--- config.mk ---
export PLATFORM = sky130hd
export DESIGN_NAME = svc_i2c_slave
export DESIGN_NICKNAME = d
export VERILOG_FILES = /design/src/hw/svc_pkg.sv /design/src/hw/svc_reg_if.sv /design/src/hw/svc_att_regs.sv /design/src/hw/svc_i2c_slave.sv
export SDC_FILE = /design/constraint.sdc
export NUM_CORES = 1
export LEC_CHECK = 0
export ABC_AREA = 1
export BUFFER_PORTS_ARGS = -buffer_cell sky130_fd_sc_hd__buf_4
export CAP_MARGIN = 10
export CORE_MARGIN = 2
export CORE_UTILIZATION = 40
export DETAILED_ROUTE_END_ITERATION = 10
export PLACE_DENSITY = 0.66
export SYNTH_ARGS = -nofsm -noshare
export SYNTH_HDL_FRONTEND = slang
export SYNTH_SLANG_ARGS = --single-unit
--- constraint.sdc ---
create_clock -name clk_sys -period 1.8 [get_ports clk_sys]
set_clock_uncertainty 0.2 [all_clocks]
set_input_delay 0.18 -clock clk_sys [delete_from_list [all_inputs] [get_ports clk_sys]]
set_output_delay 0.18 -clock clk_sys [all_outputs]
set_load 0.03 [all_outputs]
--- src/hw/svc_pkg.sv ---
// Shared constants for the six-channel volume control serial slave
package svc_pkg;

    // ----------------------------------------
    // Bus framing
    // ----------------------------------------
    localparam int unsigned BYTE_BITS   = 8;
    localparam logic [2:0]  LAST_BIT    = 3'h7;
    localparam logic [7:0]  CHIP_ADDR_OPEN   = 8'h88;  // Select pin open
    localparam logic [7:0]  CHIP_ADDR_SUPPLY = 8'h8A;  // Select pin tied to supply

    // ----------------------------------------
    // Subaddress fields and register offsets
    // ----------------------------------------
    localparam int unsigned SUB_INC_BIT  = 4;
    localparam int unsigned SUB_IDX_MSB  = 3;
    localparam int unsigned NUM_CH       = 6;
    localparam logic [3:0]  OUT1_ATTENUATION = 4'h0;
    localparam logic [3:0]  OUT2_ATTENUATION = 4'h1;
    localparam logic [3:0]  OUT3_ATTENUATION = 4'h2;
    localparam logic [3:0]  OUT4_ATTENUATION = 4'h3;
    localparam logic [3:0]  OUT5_ATTENUATION = 4'h4;
    localparam logic [3:0]  OUT6_ATTENUATION = 4'h5;
    localparam logic [3:0]  FIRST_UNUSED_SUB = 4'h6;

    // ----------------------------------------
    // Attenuation byte layout and decode
    // ----------------------------------------
    localparam logic [7:0]  ATT_RESET     = 8'hC0;     // Muted after reset
    localparam int unsigned FINE_MSB      = 2;
    localparam int unsigned COARSE_LSB    = 3;
    localparam int unsigned COARSE_MSB    = 5;
    localparam int unsigned RANGE_LSB     = 6;
    localparam int unsigned RANGE_MSB     = 7;
    localparam logic [1:0]  RANGE_FINE    = 2'h0;
    localparam logic [1:0]  RANGE_64      = 2'h1;
    localparam logic [1:0]  RANGE_72      = 2'h2;
    localparam logic [1:0]  RANGE_MUTE    = 2'h3;
    localparam logic [3:0]  COARSE_STEPS_64 = 4'h8;   // 8 steps of 8 dB
    localparam logic [3:0]  COARSE_STEPS_72 = 4'h9;   // 9 steps of 8 dB
    localparam int unsigned DB_W          = 7;

    // ----------------------------------------
    // Receiver states
    // ----------------------------------------
    typedef enum logic [2:0] {
        RX_IDLE,
        RX_ADDR,
        RX_SUB,
        RX_DATA,
        RX_ACK,
        RX_SKIP
    } svc_state_e;

endpackage : svc_pkg

--- src/hw/svc_reg_if.sv ---
// Write port and stored values between the serial front end and the register store
`timescale 1ns/100ps

interface svc_reg_if;
    logic                                    wr_en;
    logic [2:0]                              wr_idx;
    logic [svc_pkg::BYTE_BITS-1:0]           wr_data;
    logic [svc_pkg::NUM_CH-1:0][svc_pkg::BYTE_BITS-1:0] att;

    modport ctrl  (output wr_en, output wr_idx, output wr_data, input att);
    modport store (input wr_en, input wr_idx, input wr_data, output att);
endinterface : svc_reg_if

--- src/hw/svc_att_regs.sv ---
// Six attenuation registers written from the serial front end
`timescale 1ns/100ps

module svc_att_regs (
    input  wire logic clk_sys,
    input  wire logic sys_rst,
    input  wire logic clk_en,
    svc_reg_if.store  regs
);

    // ----------------------------------------
    // One register per output channel
    // ----------------------------------------
    genvar ch;
    generate
        for (ch = 0; ch < svc_pkg::NUM_CH; ch++)
        begin : g_ch
            // Hold value until rewritten
            always_ff @(posedge clk_sys)
            begin
                if (sys_rst)
                    regs.att[ch] <= svc_pkg::ATT_RESET;
                else if (clk_en && regs.wr_en && regs.wr_idx == 3'(ch))
                    regs.att[ch] <= regs.wr_data;
            end
        end
    endgenerate

endmodule : svc_att_regs

--- src/hw/svc_i2c_slave.sv ---
// Two-wire write-only slave feeding six attenuation registers with decode
//
// What this block does
// - Bytes are eight bits, MSB first, plus ack
// - Pull data low on ninth clock when addressed
// - Start, address, subaddress, data bytes, stop
// - Answer only chip address chosen by strap
// - Subaddress bit four enables auto-increment
// - Without increment, all data hit one register
// - With increment, step subaddress; drop 6 to 15
// - Low four subaddress bits select outputs 1-6
// - Fine 1 dB steps plus 8 dB coarse steps
// - Top bits give -64, -72 dB or mute
// - Start and stop are data edges, clock high
// - Data stable while clock high
`timescale 1ns/100ps

module svc_i2c_slave (
    input  wire logic                                  clk_sys,
    input  wire logic                                  sys_rst,
    input  wire logic                                  clk_en,
    input  wire logic                                  scl_in,
    input  wire logic                                  sda_in,
    output logic                                       sda_out,
    output logic                                       sda_oe_n,
    input  wire logic                                  addr_sel,
    output logic [svc_pkg::NUM_CH*svc_pkg::DB_W-1:0]   att_db,
    output logic [svc_pkg::NUM_CH-1:0]                 mute
);

    svc_reg_if regs ();

    svc_pkg::svc_state_e        state;
    svc_pkg::svc_state_e        ret_state;
    logic                       scl_q;
    logic                       sda_q;
    logic [2:0]                 bit_cnt;
    logic [6:0]                 shift;
    logic [3:0]                 sub_ptr;
    logic                       auto_inc;
    logic                       ack_drive;
    logic                       scl_rise;
    logic                       scl_fall;
    logic                       start_det;
    logic                       stop_det;
    logic [7:0]                 rx_byte;
    logic [7:0]                 chip_addr;
    logic                       byte_done;

    // ----------------------------------------
    // Line sampling and bus conditions
    // ----------------------------------------
    // Previous line levels
    always_ff @(posedge clk_sys)
    begin
        if (sys_rst)
        begin
            scl_q <= 1'b1;
            sda_q <= 1'b1;
        end
        else if (clk_en)
        begin
            scl_q <= scl_in;
            sda_q <= sda_in;
        end
    end

    // Edges and frame conditions
    assign scl_rise  = scl_in & ~scl_q;
    assign scl_fall  = ~scl_in & scl_q;
    assign start_det = scl_in & scl_q & sda_q & ~sda_in;
    assign stop_det  = scl_in & scl_q & ~sda_q & sda_in;
    assign rx_byte   = {shift, sda_in};
    assign byte_done = scl_rise && bit_cnt == svc_pkg::LAST_BIT;
    assign chip_addr = addr_sel ? svc_pkg::CHIP_ADDR_SUPPLY
                                : svc_pkg::CHIP_ADDR_OPEN;

    // ----------------------------------------
    // Bit receiver
    // ----------------------------------------
    // Shift data on rising clock, MSB first
    always_ff @(posedge clk_sys)
    begin
        if (sys_rst)
        begin
            shift   <= 7'h00;
            bit_cnt <= 3'h0;
        end
        else if (clk_en)
        begin
            if (start_det || state == svc_pkg::RX_ACK)
                bit_cnt <= 3'h0;
            else if (scl_rise && (state == svc_pkg::RX_ADDR || state == svc_pkg::RX_SUB
                                  || state == svc_pkg::RX_DATA))
            begin
                shift   <= rx_byte[6:0];
                bit_cnt <= bit_cnt + 3'h1;
            end
        end
    end

    // ----------------------------------------
    // Transaction sequencer
    // ----------------------------------------
    // Frame states: address, subaddress, data, ack
    always_ff @(posedge clk_sys)
    begin
        if (sys_rst)
        begin
            state     <= svc_pkg::RX_IDLE;
            ret_state <= svc_pkg::RX_IDLE;
        end
        else if (clk_en)
        begin
            if (start_det)
                state <= svc_pkg::RX_ADDR;
            else if (stop_det)
                state <= svc_pkg::RX_IDLE;
            else
            begin
                case (state)
                    svc_pkg::RX_ADDR:
                        if (byte_done)
                        begin
                            if (rx_byte == chip_addr)
                            begin
                                state     <= svc_pkg::RX_ACK;
                                ret_state <= svc_pkg::RX_SUB;
                            end
                            else
                                state <= svc_pkg::RX_SKIP;
                        end
                    svc_pkg::RX_SUB,
                    svc_pkg::RX_DATA:
                        if (byte_done)
                        begin
                            state     <= svc_pkg::RX_ACK;
                            ret_state <= svc_pkg::RX_DATA;
                        end
                    svc_pkg::RX_ACK:
                        if (ack_drive && scl_fall)
                            state <= ret_state;
                    svc_pkg::RX_IDLE,
                    svc_pkg::RX_SKIP:
                        state <= state;
                    default:
                        state <= svc_pkg::RX_IDLE;
                endcase
            end
        end
    end

    // ----------------------------------------
    // Acknowledge driver
    // ----------------------------------------
    // Pull low from fall after bit 8 to fall after pulse 9
    always_ff @(posedge clk_sys)
    begin
        if (sys_rst)
        begin
            ack_drive <= 1'b0;
            sda_oe_n  <= 1'b1;
            sda_out   <= 1'b0;
        end
        else if (clk_en)
        begin
            sda_out <= 1'b0;
            if (start_det || stop_det || state != svc_pkg::RX_ACK)
            begin
                ack_drive <= 1'b0;
                sda_oe_n  <= 1'b1;
            end
            else if (scl_fall)
            begin
                ack_drive <= ~ack_drive;
                sda_oe_n  <= ack_drive;
            end
        end
    end

    // ----------------------------------------
    // Subaddress pointer and register writes
    // ----------------------------------------
    // Latch subaddress, write data, step pointer
    always_ff @(posedge clk_sys)
    begin
        if (sys_rst)
        begin
            sub_ptr       <= 4'h0;
            auto_inc      <= 1'b0;
            regs.wr_en    <= 1'b0;
            regs.wr_idx   <= 3'h0;
            regs.wr_data  <= 8'h00;
        end
        else if (clk_en)
        begin
            regs.wr_en <= 1'b0;
            if (byte_done && !start_det && !stop_det)
            begin
                if (state == svc_pkg::RX_SUB)
                begin
                    auto_inc <= rx_byte[svc_pkg::SUB_INC_BIT];
                    sub_ptr  <= rx_byte[svc_pkg::SUB_IDX_MSB:0];
                end
                else if (state == svc_pkg::RX_DATA)
                begin
                    // Slots 6 to 15 are passed over without a write
                    regs.wr_en   <= sub_ptr < svc_pkg::FIRST_UNUSED_SUB;
                    regs.wr_idx  <= sub_ptr[2:0];
                    regs.wr_data <= rx_byte;
                    if (auto_inc)
                        sub_ptr <= sub_ptr + 4'h1;
                    else
                        sub_ptr <= sub_ptr;
                end
            end
        end
    end

    svc_att_regs u_att_regs (
        .clk_sys (clk_sys),
        .sys_rst (sys_rst),
        .clk_en  (clk_en),
        .regs    (regs)
    );

    // ----------------------------------------
    // Attenuation decode per channel
    // ----------------------------------------
    genvar ch;
    generate
        for (ch = 0; ch < svc_pkg::NUM_CH; ch++)
        begin : g_dec
            logic [7:0] val;
            logic [3:0] coarse;
            assign val = regs.att[ch];

            // Coarse steps from range field or 8 dB bits
            always_comb
            begin
                case (val[svc_pkg::RANGE_MSB:svc_pkg::RANGE_LSB])
                    svc_pkg::RANGE_FINE:
                        coarse = {1'b0, val[svc_pkg::COARSE_MSB:svc_pkg::COARSE_LSB]};
                    svc_pkg::RANGE_64:
                        coarse = svc_pkg::COARSE_STEPS_64;
                    svc_pkg::RANGE_72:
                        coarse = svc_pkg::COARSE_STEPS_72;
                    default:
                        coarse = 4'h0;
                endcase
            end

            // Total dB of attenuation and mute flag
            always_ff @(posedge clk_sys)
            begin
                if (sys_rst)
                begin
                    att_db[ch*svc_pkg::DB_W +: svc_pkg::DB_W] <= 7'h00;
                    mute[ch]                                   <= 1'b1;
                end
                else if (clk_en)
                begin
                    att_db[ch*svc_pkg::DB_W +: svc_pkg::DB_W] <=
                        {coarse, 3'h0} + {4'h0, val[svc_pkg::FINE_MSB:0]};
                    mute[ch] <= val[svc_pkg::RANGE_MSB:svc_pkg::RANGE_LSB]
                                == svc_pkg::RANGE_MUTE;
                end
            end
        end
    endgenerate

endmodule : svc_i2c_slave

# Yosys cells after proc, flatten, opt, wreduce, memory -nomap -nowiden
# Index checks and enable logic that the tools add are counted.
[totals]
ff_bits = 133
inputBits = 6
out_inout_bits = 50
elab_cells = 166
[op_classes]
addsub = 8
n_lt_le_gt_ge = 1
n_eq_ne = 38
muxes = 30
n_bitwise = 16
reduce_logical = 42
[op_table]
columns = ["cell", "count"]
rows = [
  ["$pmux W4 S3", 6],
  ["$add A7 B3 Y7", 6],
  ["$mux W3", 10],
  ["$eq A2 B2 Y1 const B", 12],
  ["$eq A3 B3 Y1 const B", 5],
  ["$eq A2 B1 Y1 const B", 6],
  ["$eq A3 B2 Y1 const B", 4],
  ["$logic_and A1 B1 Y1", 12],
  ["$logic_not A2 Y1", 6],
  ["$mux W4", 3],
  ["$pmux W3 S4", 1],
  ["$reduce_bool A2 Y1", 5],
  ["$not A1 Y1", 9],
  ["$eq A8 B8 Y1", 1],
  ["$mux W1", 8],
  ["$ne A4 B4 Y1 const B", 2],
  ["$reduce_and A4 Y1", 2],
  ["$and A1 B1 Y1", 7],
  ["$reduce_and A7 Y1", 1],
  ["$eq A3 B1 Y1 const B", 2],
  ["$logic_not A3 Y1", 2],
  ["$ne A3 B3 Y1 const B", 2],
  ["$pmux W3 S2", 1],
  ["$reduce_and A3 Y1", 2],
  ["other kinds (12)", 20],
]

# Longest topological paths before layout
# Gate-level depths: netlist of the first run.
[logic_depth]
word_depth = 7
mapped_depth = 10
ltp_nobuf = 10

# By module
# From an unflattened synthesis of the first run, not the netlist that was laid out.
[hier_totals]
cells_unflattened = 741
area_unflattened_um2 = 5580.4
[modules_own_cells]
columns = ["module", "instances", "cells_per_inst", "area_per_inst_um2", "seq_area_each_um2"]
rows = [
  ["svc_i2c_slave", 1, 466, 3555.9, 1681.6],
  ["svc_att_regs", 1, 275, 2024.4, 960.9],
]

# Least setup slack after synthesis of the first run
# Ideal clock, no wire load.
[synth_path]
path_type = "register to register"
startpoint = "reg bit_cnt[0]"
endpoint = "reg regs.wr_idx[1]"
setup_time_ns = 0.119
arrival_ns = 1.343
required_time_ns = 1.481
slack_ns = 0.139
path_stages_with_launch = 10
path_buffers = 0
synth_period_minus_slack_ns = 1.661
cell_sequence = "dfxtp_1 > ha_1 > ha_1 > nand3_2 > nor2_4 > nand2_2 > nor2_4 > inv_1 > o21ai_1 > a21oi_1"
[synth_between]
elab_chain_len = 5
[synth_lines]
columns = ["element", "line_no", "source"]
rows = [
  ["from (decl)", "svc_i2c_slave.sv:37", "logic [2:0] bit_cnt;"],
  ["from (signal assigned)", "svc_i2c_slave.sv:97", "bit_cnt <= bit_cnt + 3'h1;"],
  ["$eq A3 B3 Y1", "svc_i2c_slave.sv:74", "assign byte_done = scl_rise && bit_cnt == svc_pkg::LAST_BIT;"],
  ["$logic_and A1 B1 Y1", "svc_i2c_slave.sv:74", ""],
  ["$logic_and A1 B1 Y1 (2 in a row)", "svc_i2c_slave.sv:198", "if (byte_done && !start_det && !stop_det)"],
  ["$reduce_and A4 Y1 (no line)", "-", ""],
  ["to (signal assigned)", "svc_i2c_slave.sv:209", "regs.wr_idx <= sub_ptr[2:0];"],
  ["to (decl)", "svc_reg_if.sv:6", "logic [2:0] wr_idx;"],
]
# No other way between the ends.
# A chain may end at the register's enable or synchronous reset.

# Worst setup path after layout of the first run
[layout_path]
startpoint = "reg bit_cnt[1]"
endpoint = "reg regs.wr_data[7] (netlist bit)"
[layout_between]
elab_chain_len = 5
[layout_lines]
columns = ["element", "line_no", "source"]
rows = [
  ["$eq A3 B3 Y1", "svc_i2c_slave.sv:74", ""],
  ["$logic_and A1 B1 Y1", "svc_i2c_slave.sv:74", ""],
  ["$logic_and A1 B1 Y1 (2 in a row)", "svc_i2c_slave.sv:198", ""],
  ["$reduce_and A4 Y1 (no line)", "-", ""],
  ["to (signal assigned)", "svc_i2c_slave.sv:210", "regs.wr_data <= rx_byte;"],
  ["to (decl)", "svc_reg_if.sv:7", "logic [svc_pkg::BYTE_BITS-1:0] wr_data;"],
]
# No other way between the ends.

==> results.md, run 1 <==
* Status: completed
* Syn_nets at 704
* Number of port buffers at 54
* Post-route ant nets at 0
* Synthesized area per cell at 7.663 um2
* # fillers at 1219
* Distinct cells, synth at 30
* Clock network fraction of total power at 0.446
* Vias in the first global route at 4534
* Post-Synth Adder-Cell Area at 0.03831
* Smallest hold slack at 0.02375 ns
* Final Instance Area at 6604 um2
* Pint at 5.412 mW
* Placement Rows at 41
* Initial core utilization at 0.4125
* Router iterations before antenna repair at 5
* Post-Route Setup TNS at 0 ns
* DR vias at 4684
* DR WL/cell at 13.70 um
* Hold path start: clk_en
* Clock root buffer: clkbuf_16
* Largest net degree at the start of global routing at 87
* Top post-synthesis cells by area: dfxtp_1 51%, nor2_1 11%, o21ai_0 8.3%, nand2_1 5.7%, a21oi_1 5.1%
* Final Hold Fails at 0
* # DRC at 0
* Gp weighted congestion at 0.8387
* Post-Synth XOR/XNOR Area at 0.001676
* Post-synthesis sequential area ratio at 0.5056
* Logic pwr share at 0.137
* Max Cap Violations at 0
* Power Density at 1124 nW/um2
* HP Class: in2reg
* Synth warn at 0
* Commonest cells after routing, fill and taps aside: 149 x nor2_1, 130 x dfxtp_1, 85 x o21ai_0
* R2r startpoint: bit_cnt[1]$_SDFFE_PP0P_
* CTS tree: done
* Antenna violations before repair at 0
* Die height at 118.3 um
* Crit Path Category: reg2reg
* Post-Synth Simple-Gate Area at 0.2191
* Post-synthesis cell area at 5226 um2
* Post-synthesis mux area share at 0
* Commonest non-fill, non-tap cell in the layout: nor2_1
* Die Width at 118.3 um
* Clock-pin slew on the worst setup and hold paths at 0.05 ns
* CP Launch Point: bit_cnt[1]$_SDFFE_PP0P_
* Tcrit/Tclk final at 0.9783
* H-Tree Depth at 4
* Fmax at 567.9 MHz
* RSZ-0062 raised after global routing: true
* NetSw at 2.008 mW
* # nets final at 778
* Setup violators final at 0
* Switching Fraction at 0.2706
* Core outline area at 12670 um2
* Area of the multi-input gates at 2285 um2
* Worst slack at placement at 0.03520 ns
* Final WL at 12.89 mm
* First-pass GRT wire length at 21.22 mm
* Share of layout cells above drive strength 1 at 0.1678
* Io pins at 56
* Worst slew pin tran at 0.5064 ns
* Min cycle time layout at 1.761 ns
* CP endpoint kind: register
* Pleak at 2.932 nW
* Compound-gate portion of the synthesized area at 0.1697
* Post-synth top area share at 0.5056
* Setup crit start kind: register
* Latest clock arrival within the worst-skew pair at 0.42 ns
* Worst EP arrival at 1.91 ns
* Dpl cell area at 5892 um2
* Reg area at 2645 um2
* Total GRT Usage at 0.1885
* Sink Count at 132
* Post-Syn Instances at 682
* Starting DRT DRC Count at 343
* Vias/cell at 4.978
* Largest family of logic cells by synthesized area: simple AND/OR/NAND/NOR gates
* Max VDD drop at 0.0006173 V
* Final worst slack at 0.03898 ns
* Clk buf depth at 2
* Detailed Place HPWL at 8.604 mm
* Worst-path fanout max at 7
* Flop pwr share at 0.417
* Rel. slew slack at 0.6624
* Final Max Slew Viols at 0
* Worst path required time at 1.95 ns
* Yosys top cell by area: dfxtp_1
* N_diodes at 0
* Num CTS Buffers at 17
* Die Area at 14000 um2
* Grt ovf at 0
* Area growth, synth to finish at 26.36%
* #FFs+latches synth at 132
-- logic make-up (layout without fill, tap and decap cells) --
kind of cell / Yosys count / count (layout)
other: 1 / 1
DFF: 132 / 132
adders and majority gates: 16 / 16
xor gates and xnor gates: 1 / 1
AOI/OAI and AO/OA: 168 / 168
buffers and inverters: 85 / 172
and+or+nand+nor: 279 / 279
-- sequential cells by signal (all words and copies together), names as in the netlist, 2 cells and up --
register and flops:
ret_state 2, bit_cnt 3, state 3, mute 6, regs.wr_idx 3, shift 7, regs.wr_data 8, att_db 42
u_att_regs.regs.att 48, sub_ptr 4
-- final timing paths --
path                                        to  slack (ns)  depth (start not counted)
setup reg to reg  regs.wr_data[7]$_SDFFE_PP0P_        0.04                          9
hold reg to reg      ret_state[1]$_SDFFE_PP0P_        0.25                          2
hold / removal          att_db[7]$_SDFFE_PP0P_        0.02                          3
setup / recovery  regs.wr_data[7]$_SDFFE_PP0P_        0.04                          9
-- worst max-delay path, cell delays in order, from the launching register on --
cell and delay (ns):
dfxtp_2 0.35, ha_4 0.14, ha_4 0.12, nand3_4 0.09, nor2_4 0.15, nand2_4 0.08
nor2_4 0.18, buf_4 0.18, o21ai_0 0.08, a21oi_1 0.12
-- layer usage --
layer,routed length [um],global-route usage,up-vias,share of wire
li1,-,-,2393,-
met1,5947,0.2325,2180,0.46
met2,6225,0.3176,97,0.48
met3,560,0.04971,14,0.043
met4,159,0.06476,0,0.012
met5,0,0,-,0
-- layout make-up --
type / count / area share
Tap cell: 172 / 0.03259
Sequential cell: 132 / 0.4005
Multi-Input combinational cell: 465 / 0.3460
Timing Repair Buffer: 87 / 0.1050
Clock buffer: 20 / 0.06612
Inverter: 53 / 0.03013
Clock inverter: 12 / 0.01970
-- power groups by stage --
| stage | registers (mW) | clock network [mW] | logic (mW) |
|---|---|---|---|
| finish | 3.10 | 3.31 | 1.02 |
| global route | 3.11 | 3.50 | 1.15 |
| CTS | 3.09 | 3.37 | 0.999 |
| detailed placement | 3.16 | 0 | 0.978 |
| global placement | 3.16 | 0 | 0.993 |
| floorplan | 3.23 | 0 | 0.626 |
-- synth_stat cells, drive strengths merged --
cell type and instances:
nor3 2, nand3b 1, inv 49, o21ai 96, nand4 2, a311oi 1, nor2 156, ha 16
a31oi 2, a21oi 53, nand2 81, o211ai 14, dfxtp 132, conb 1, a211oi 1, a21o 1
buf 12, nand3 37, clkinv 4, xor2 1, clkbuf 20
-- stage by stage --
step | std cells | power, mW | util
2_1_floorplan | 682 | 3.854 | -
3_3_place_gp | 899 | 4.150 | 0.4650
3_5_place_dp | 899 | 4.135 | 0.4650
4_1_cts | 939 | 7.457 | 0.5160
5_1_grt | 941 | 7.759 | 0.5212
6_report | 941 | 7.420 | 0.5212
-- what timing repair did --
action / in CTS / in global routing
setup endpoints to repair: 1 / 18
buffers inserted: 0 / 2
hold endpoints to repair: 24 / 0
resized for setup: 0 / 14
hold buffers: 8 / 0
pin swaps: 0 / 7
(Power assumes the default switching activity.)
==> run 2, diff against run 1 <==
--- a/config.mk
+++ b/config.mk
@@ -9,9 +9,9 @@
 export BUFFER_PORTS_ARGS = -buffer_cell sky130_fd_sc_hd__buf_4
 export CAP_MARGIN = 10
 export CORE_MARGIN = 2
-export CORE_UTILIZATION = 40
+export CORE_UTILIZATION = 50
 export DETAILED_ROUTE_END_ITERATION = 10
-export PLACE_DENSITY = 0.66
+export PLACE_DENSITY = 0.78
 export SYNTH_ARGS = -nofsm -noshare
 export SYNTH_HDL_FRONTEND = slang
 export SYNTH_SLANG_ARGS = --single-unit
==> results.md, run 2 (synthesis gave the netlist of run 1 again) <==
* Vias in the first global route at 4595
* H-Tree Depth at 4
* Top flop regs: u_att_regs.regs.att x48, att_db x42, regs.wr_data x8
* Detailed Place HPWL at 8.108 mm
* Fmax at 573.3 MHz
* Gp weighted congestion at 0.8502
* Share of layout cells above drive strength 1 at 0.1664
* Worst reg-to-reg path cell count at 9
* Clk buf depth at 2
* Pleak at 2.933 nW
* N_diodes at 0
* First-pass GRT wire length at 20.95 mm
* Rel. slew slack at 0.6646
* Commonest cells after routing, fill and taps aside: 150 x nor2_1, 130 x dfxtp_1, 85 x o21ai_0
* Clock network fraction of total power at 0.468
* Largest register FFs at 48
* Setup crit start kind: register
* Worst reg2reg endpoint: regs.wr_idx[0]$_SDFFE_PP0P_
* Power Density at 1183 nW/um2
* Max VDD drop at 0.0005652 V
* Post-Route Setup TNS at 0 ns
* Largest stage delay on the critical path at 0.35 ns
* Worst slew pin tran at 0.5031 ns
* Logic pwr share at 0.133
* Largest register by flop count: u_att_regs.regs.att
* Final Hold Fails at 0
* Pint at 5.690 mW
* Setup violators final at 0
* Commonest non-fill, non-tap cell in the layout: nor2_1
* Number of port buffers at 54
* Io pins at 56
* DR vias at 4846
* Largest net degree at the start of global routing at 58
* R2r startpoint: bit_cnt[1]$_SDFFE_PP0P_
* Die Area at 11290 um2
* CP endpoint kind: register
* # DRC at 0
* Clock-pin slew on the worst setup and hold paths at 0.06 ns
* Placement Rows at 37
* Num CTS Buffers at 17
* Util after Layout at 0.6438
* Vias/cell at 5.390
* Switching Fraction at 0.2697
* Crit Path Category: reg2reg
* Initial core utilization at 0.5108
* R2R Setup Slk at 0.06 ns
* HP Class: in2reg
* Final WL at 12.73 mm
* Worst path required time at 2.03 ns
* Total GRT Usage at 0.2314
* CTS tree: done
* # nets final at 772
* Flop pwr share at 0.400
* # fillers at 838
* Hold worst-path end: ret_state[1]$_SDFFE_PP0P_
* Latest clock arrival within the worst-skew pair at 0.51 ns
* Slowest library cell on the worst path: dfxtp_2
* Hold path start: addr_sel
* Die Width at 106.2 um
* Sink Count at 132
* Worst-path fanout max at 8
* Hold path cells at 8
* Max Cap Violations at 0
* Post-route ant nets at 0
* NetSw at 2.101 mW
* Antenna violations before repair at 0
* Grt ovf at 0
* Worst EP arrival at 1.98 ns
* Final Max Slew Viols at 0
* RSZ-0062 raised after global routing: true
* Status: completed
* Starting DRT DRC Count at 264
* Core outline area at 10230 um2
* DR WL/cell at 14.16 um
* Crit-path cells: ha_4 -> ha_4 -> nand3_4 -> nor2_4 -> nand2_4 -> nor2_4 -> buf_6 -> o21ai_2 -> a21oi_1
* Router iterations before antenna repair at 5
* Min cycle time layout at 1.744 ns
* Clock root buffer: clkbuf_8
* Area growth, synth to finish at 26.02%
* Total power at 7.791 mW
* Tcrit/Tclk final at 0.9691
* Die height at 106.2 um
run 2: changes by cell type in the layout (fill, tap and decap cells not counted), sizes merged:
| cell | change |
|---|---|
| clkbuf | -1 |
| bufinv | +2 |
| clkinv | -2 |
| nor2 | +1 |
| clkinvlp | -1 |
| inv | +2 |
| buf | -5 |
| dlygate4sd3 | -2 |
run 2: area by class of cell:
type | instances | area, um2 | area share
Timing Repair Buffer | 80 | 645.6 | 0.09802
Inverter | 53 | 198.9 | 0.03021
Sequential cell | 132 | 2645 | 0.4016
Multi-Input combinational cell | 466 | 2297 | 0.3488
Tap cell | 136 | 170.2 | 0.02584
Clock inverter | 13 | 197.7 | 0.03002
Clock buffer | 19 | 431.7 | 0.06554
run 2: routing by layer:
layer	track usage	share of wire	vias to the layer above	routed length, um
li1	-	-	2378	-
met1	0.2762	0.42	2274	5359
met2	0.4034	0.51	176	6488
met3	0.05763	0.056	18	716
met4	0.08177	0.013	0	168
met5	0	0	-	0
run 2: power groups by stage:
stage	Sequential (mW)	Combinational (mW)	Clock (mW)
floorplan	3.23	0.626	0
global placement	3.16	0.909	0
detailed placement	3.16	0.940	0
CTS	3.10	0.955	3.69
global route	3.13	1.15	3.82
finish	3.11	1.03	3.64
run 2: worst max path at each step:
stage / cells past startpoint / endpoint / start / slack, ns
after CTS: 8 / sub_ptr[3]$_SDFFE_PP0P_ / bit_cnt[0]$_SDFFE_PP0P_ / -0.02
after global routing: 9 / regs.wr_data[2]$_SDFFE_PP0P_ / bit_cnt[1]$_SDFFE_PP0P_ / -0.03
final: 9 / regs.wr_idx[0]$_SDFFE_PP0P_ / bit_cnt[1]$_SDFFE_PP0P_ / 0.06
after floorplan: 9 / regs.wr_idx[1]$_SDFFE_PP0P_ / bit_cnt[0]$_SDFFE_PP0P_ / 0.14
after global placement: 9 / sub_ptr[0]$_SDFFE_PP0P_ / bit_cnt[0]$_SDFFE_PP0P_ / 0.07
after detailed placement: 9 / sub_ptr[0]$_SDFFE_PP0P_ / bit_cnt[0]$_SDFFE_PP0P_ / 0.0001
run 2: repair_timing:
| action | 4_1_cts | 5_1_grt |
|---|---|---|
| endpoints found under the setup margin | 3 | 17 |
| endpoints found under the hold margin | 35 | 0 |
| cloned | 0 | 2 |
| pin swaps | 1 | 5 |
| setup buffers | 1 | 3 |
| resized for setup | 1 | 14 |
| hold buffers | 6 | 0 |
run 2: critical path: cells and delay by family, from the launching register on:
family | cells | cell delay (ns)
fa+ha+maj | 2 | 0.27
simple gates | 4 | 0.49
buf+inv | 1 | 0.15
flops | 1 | 0.35
compound gates | 2 | 0.22
run 2: per-stage QoR:
| stage | hold WS (ns) | std cells | setup WS (ns) | instance area, um2 |
|---|---|---|---|---|
| 6_report | 0.07209 | 899 | 0.05570 | 6586 |
| 4_1_cts | 0.06333 | 894 | -0.01582 | 6500 |
| 5_1_grt | 0.1297 | 899 | -0.03089 | 6586 |
| 2_1_floorplan | 0.1025 | 682 | 0.1386 | 5226 |
| 3_5_place_dp | 0.2336 | 855 | 0.0001451 | 5799 |
| 3_3_place_gp | 0.2228 | 855 | 0.07305 | 5799 |
==> run 3, diff against run 2 <==
--- a/config.mk
+++ b/config.mk
@@ -11,6 +11,7 @@
 export CORE_MARGIN = 2
 export CORE_UTILIZATION = 50
 export DETAILED_ROUTE_END_ITERATION = 10
+export GPL_TIMING_DRIVEN = 0
 export PLACE_DENSITY = 0.78
 export SYNTH_ARGS = -nofsm -noshare
 export SYNTH_HDL_FRONTEND = slang
==> results.md, run 3 (synthesis gave the netlist of run 1 again) <==
* Status: complete, but fails checks
* Failing checks: setup timing
* Area growth, synth to finish at 28.06%
* # DRC at 0
* Commonest cells after routing, fill and taps aside: 150 x nor2_1, 130 x dfxtp_1, 81 x o21ai_0
* Top flop regs: u_att_regs.regs.att x48, att_db x42, regs.wr_data x8
* Antenna violations before repair at 0
* DR WL/cell at 15.63 um
* Pleak at 2.954 nW
* Commonest non-fill, non-tap cell in the layout: nor2_1
* Largest register FFs at 48
* Die Width at 106.2 um
* Tcrit/Tclk final at 1.016
* Initial core utilization at 0.5108
* # nets final at 789
* Die Area at 11290 um2
* Worst-path fanout max at 5
* Rel. slew slack at 0.4982
* Total GRT Usage at 0.2588
* Slowest library cell on the worst path: dfxtp_2
* Sink Count at 132
* Final Hold Fails at 0
* Min cycle time layout at 1.829 ns
* Max Cap Violations at 0
* Final WL at 14.30 mm
* Worst slew pin tran at 0.7527 ns
* DR vias at 4926
* CP bufs+invs at 1
* CP endpoint kind: register
* Util after Layout at 0.6542
* CTS tree: done
* Worst EP arrival at 2.07 ns
* Placement Rows at 37
* Vias in the first global route at 4698
* Crit-path cells: ha_4 -> ha_4 -> nand3_4 -> nor2_4 -> nand2_4 -> nor2_4 -> buf_4 -> o21ai_0 -> a21oi_1
* Largest register by flop count: u_att_regs.regs.att
* Fmax at 546.8 MHz
* Latest clock arrival within the worst-skew pair at 0.53 ns
* Dpl cell area at 5794 um2
* HP Class: in2reg
* Setup violators final at 1
* Final worst slack at -0.02873 ns
* Io pins at 56
* Setup crit start kind: register
* RSZ-0062 raised after global routing: true
* Detailed Place HPWL at 9.625 mm
* Power Density at 1181 nW/um2
* Final Max Slew Viols at 0
* Total power at 7.905 mW
* N_diodes at 0
* Clock-pin slew on the worst setup and hold paths at 0.06 ns
* Largest stage delay on the critical path at 0.36 ns
* Die height at 106.2 um
* Num CTS Buffers at 17
* Router iterations before antenna repair at 5
* Number of port buffers at 53
* Clk buf depth at 2
* Share of layout cells above drive strength 1 at 0.1784
* Starting DRT DRC Count at 447
* Worst path required time at 2.04 ns
* Final Instance Area at 6693 um2
* Worst slack at placement at -0.1700 ns
* Core outline area at 10230 um2
* Clock root buffer: clkbuf_8
* Grt ovf at 0
* Largest net degree at the start of global routing at 17
* H-Tree Depth at 4
* Gp weighted congestion at 0.8698
* Crit Path Category: reg2reg
* Vias/cell at 5.384
* CP delay by family, top: simple AND/OR/NAND/NOR gates
* First-pass GRT wire length at 22.59 mm
* Post-route ant nets at 0
* Max VDD drop at 0.0005254 V
## run 3: per-layer routing
layer | part of all wire | global-route usage | up-vias
li1 | - | - | 2411
met1 | 0.41 | 0.3061 | 2269
met2 | 0.49 | 0.4318 | 211
met3 | 0.069 | 0.06990 | 35
met4 | 0.033 | 0.1297 | 0
met5 | 0 | 0 | -
## run 3: report_power, final
part / leakage [nW] / internal, mW / total, mW / switching [mW]
sequential: 1.07 / 3.02 / 3.10 / 0.0775
clock: 0.321 / 2.53 / 3.77 / 1.25
combinational: 1.56 / 0.339 / 1.04 / 0.699
## run 3: layout make-up
type	instances	area, um2
inverter	53	206.4
timing repair buffer	65	531.8
tap	136	170.2
clock buffer	22	473.0
fill	861	3538
multi-input combinational	465	2335
buffer	32	150.1
timing repair inverter	1	7.507
clock inverter	9	173.9
sequential	132	2645
## run 3: repair_timing
| item | in CTS | in global routing |
|---|---|---|
| cloned | 1 | 1 |
| endpoints found under the hold margin | 14 | 0 |
| hold buffers | 3 | 0 |
| resized for setup | 13 | 27 |
| pin swaps | 5 | 11 |
| endpoints found under the setup margin | 17 | 43 |
| buffers inserted | 5 | 3 |
## run 3: worst paths after layout
| path | startpoint | slack (ns) | endpoint | depth (start not counted) |
|---|---|---|---|---|
| setup / recovery | bit_cnt[0]$_SDFFE_PP0P_ | -0.03 | regs.wr_data[3]$_SDFFE_PP0P_ | 9 |
| hold / removal | sys_rst | 0.0001 | sub_ptr[2]$_SDFFE_PP0P_ | 3 |
| setup reg to reg | bit_cnt[0]$_SDFFE_PP0P_ | -0.03 | regs.wr_data[3]$_SDFFE_PP0P_ | 9 |
| hold reg to reg | ret_state[1]$_SDFFE_PP0P_ | 0.26 | ret_state[1]$_SDFFE_PP0P_ | 2 |
## run 3: per-stage QoR
| stage | cells | hold slack (ns) | TNS [ns] |
|---|---|---|---|
| after floorplan | 682 | 0.1025 | 0 |
| after global placement | 871 | 0.2418 | -0.9259 |
| after CTS | 911 | 0.001493 | -0.04378 |
| final | 915 | 0.0001079 | -0.02873 |
| after global routing | 915 | 0.03670 | -0.6961 |
| after detailed placement | 871 | 0.2465 | -2.597 |
## run 3: worst reg2reg max path: cells and delay by family (launching register included)
family	cells	cell delay (ns)
AND/OR/NAND/NOR	4	0.42
flip-flops	1	0.36
AO/OA/AOI/OAI	2	0.32
buffers and inverters	1	0.15
adder cells (fa/ha/maj)	2	0.29
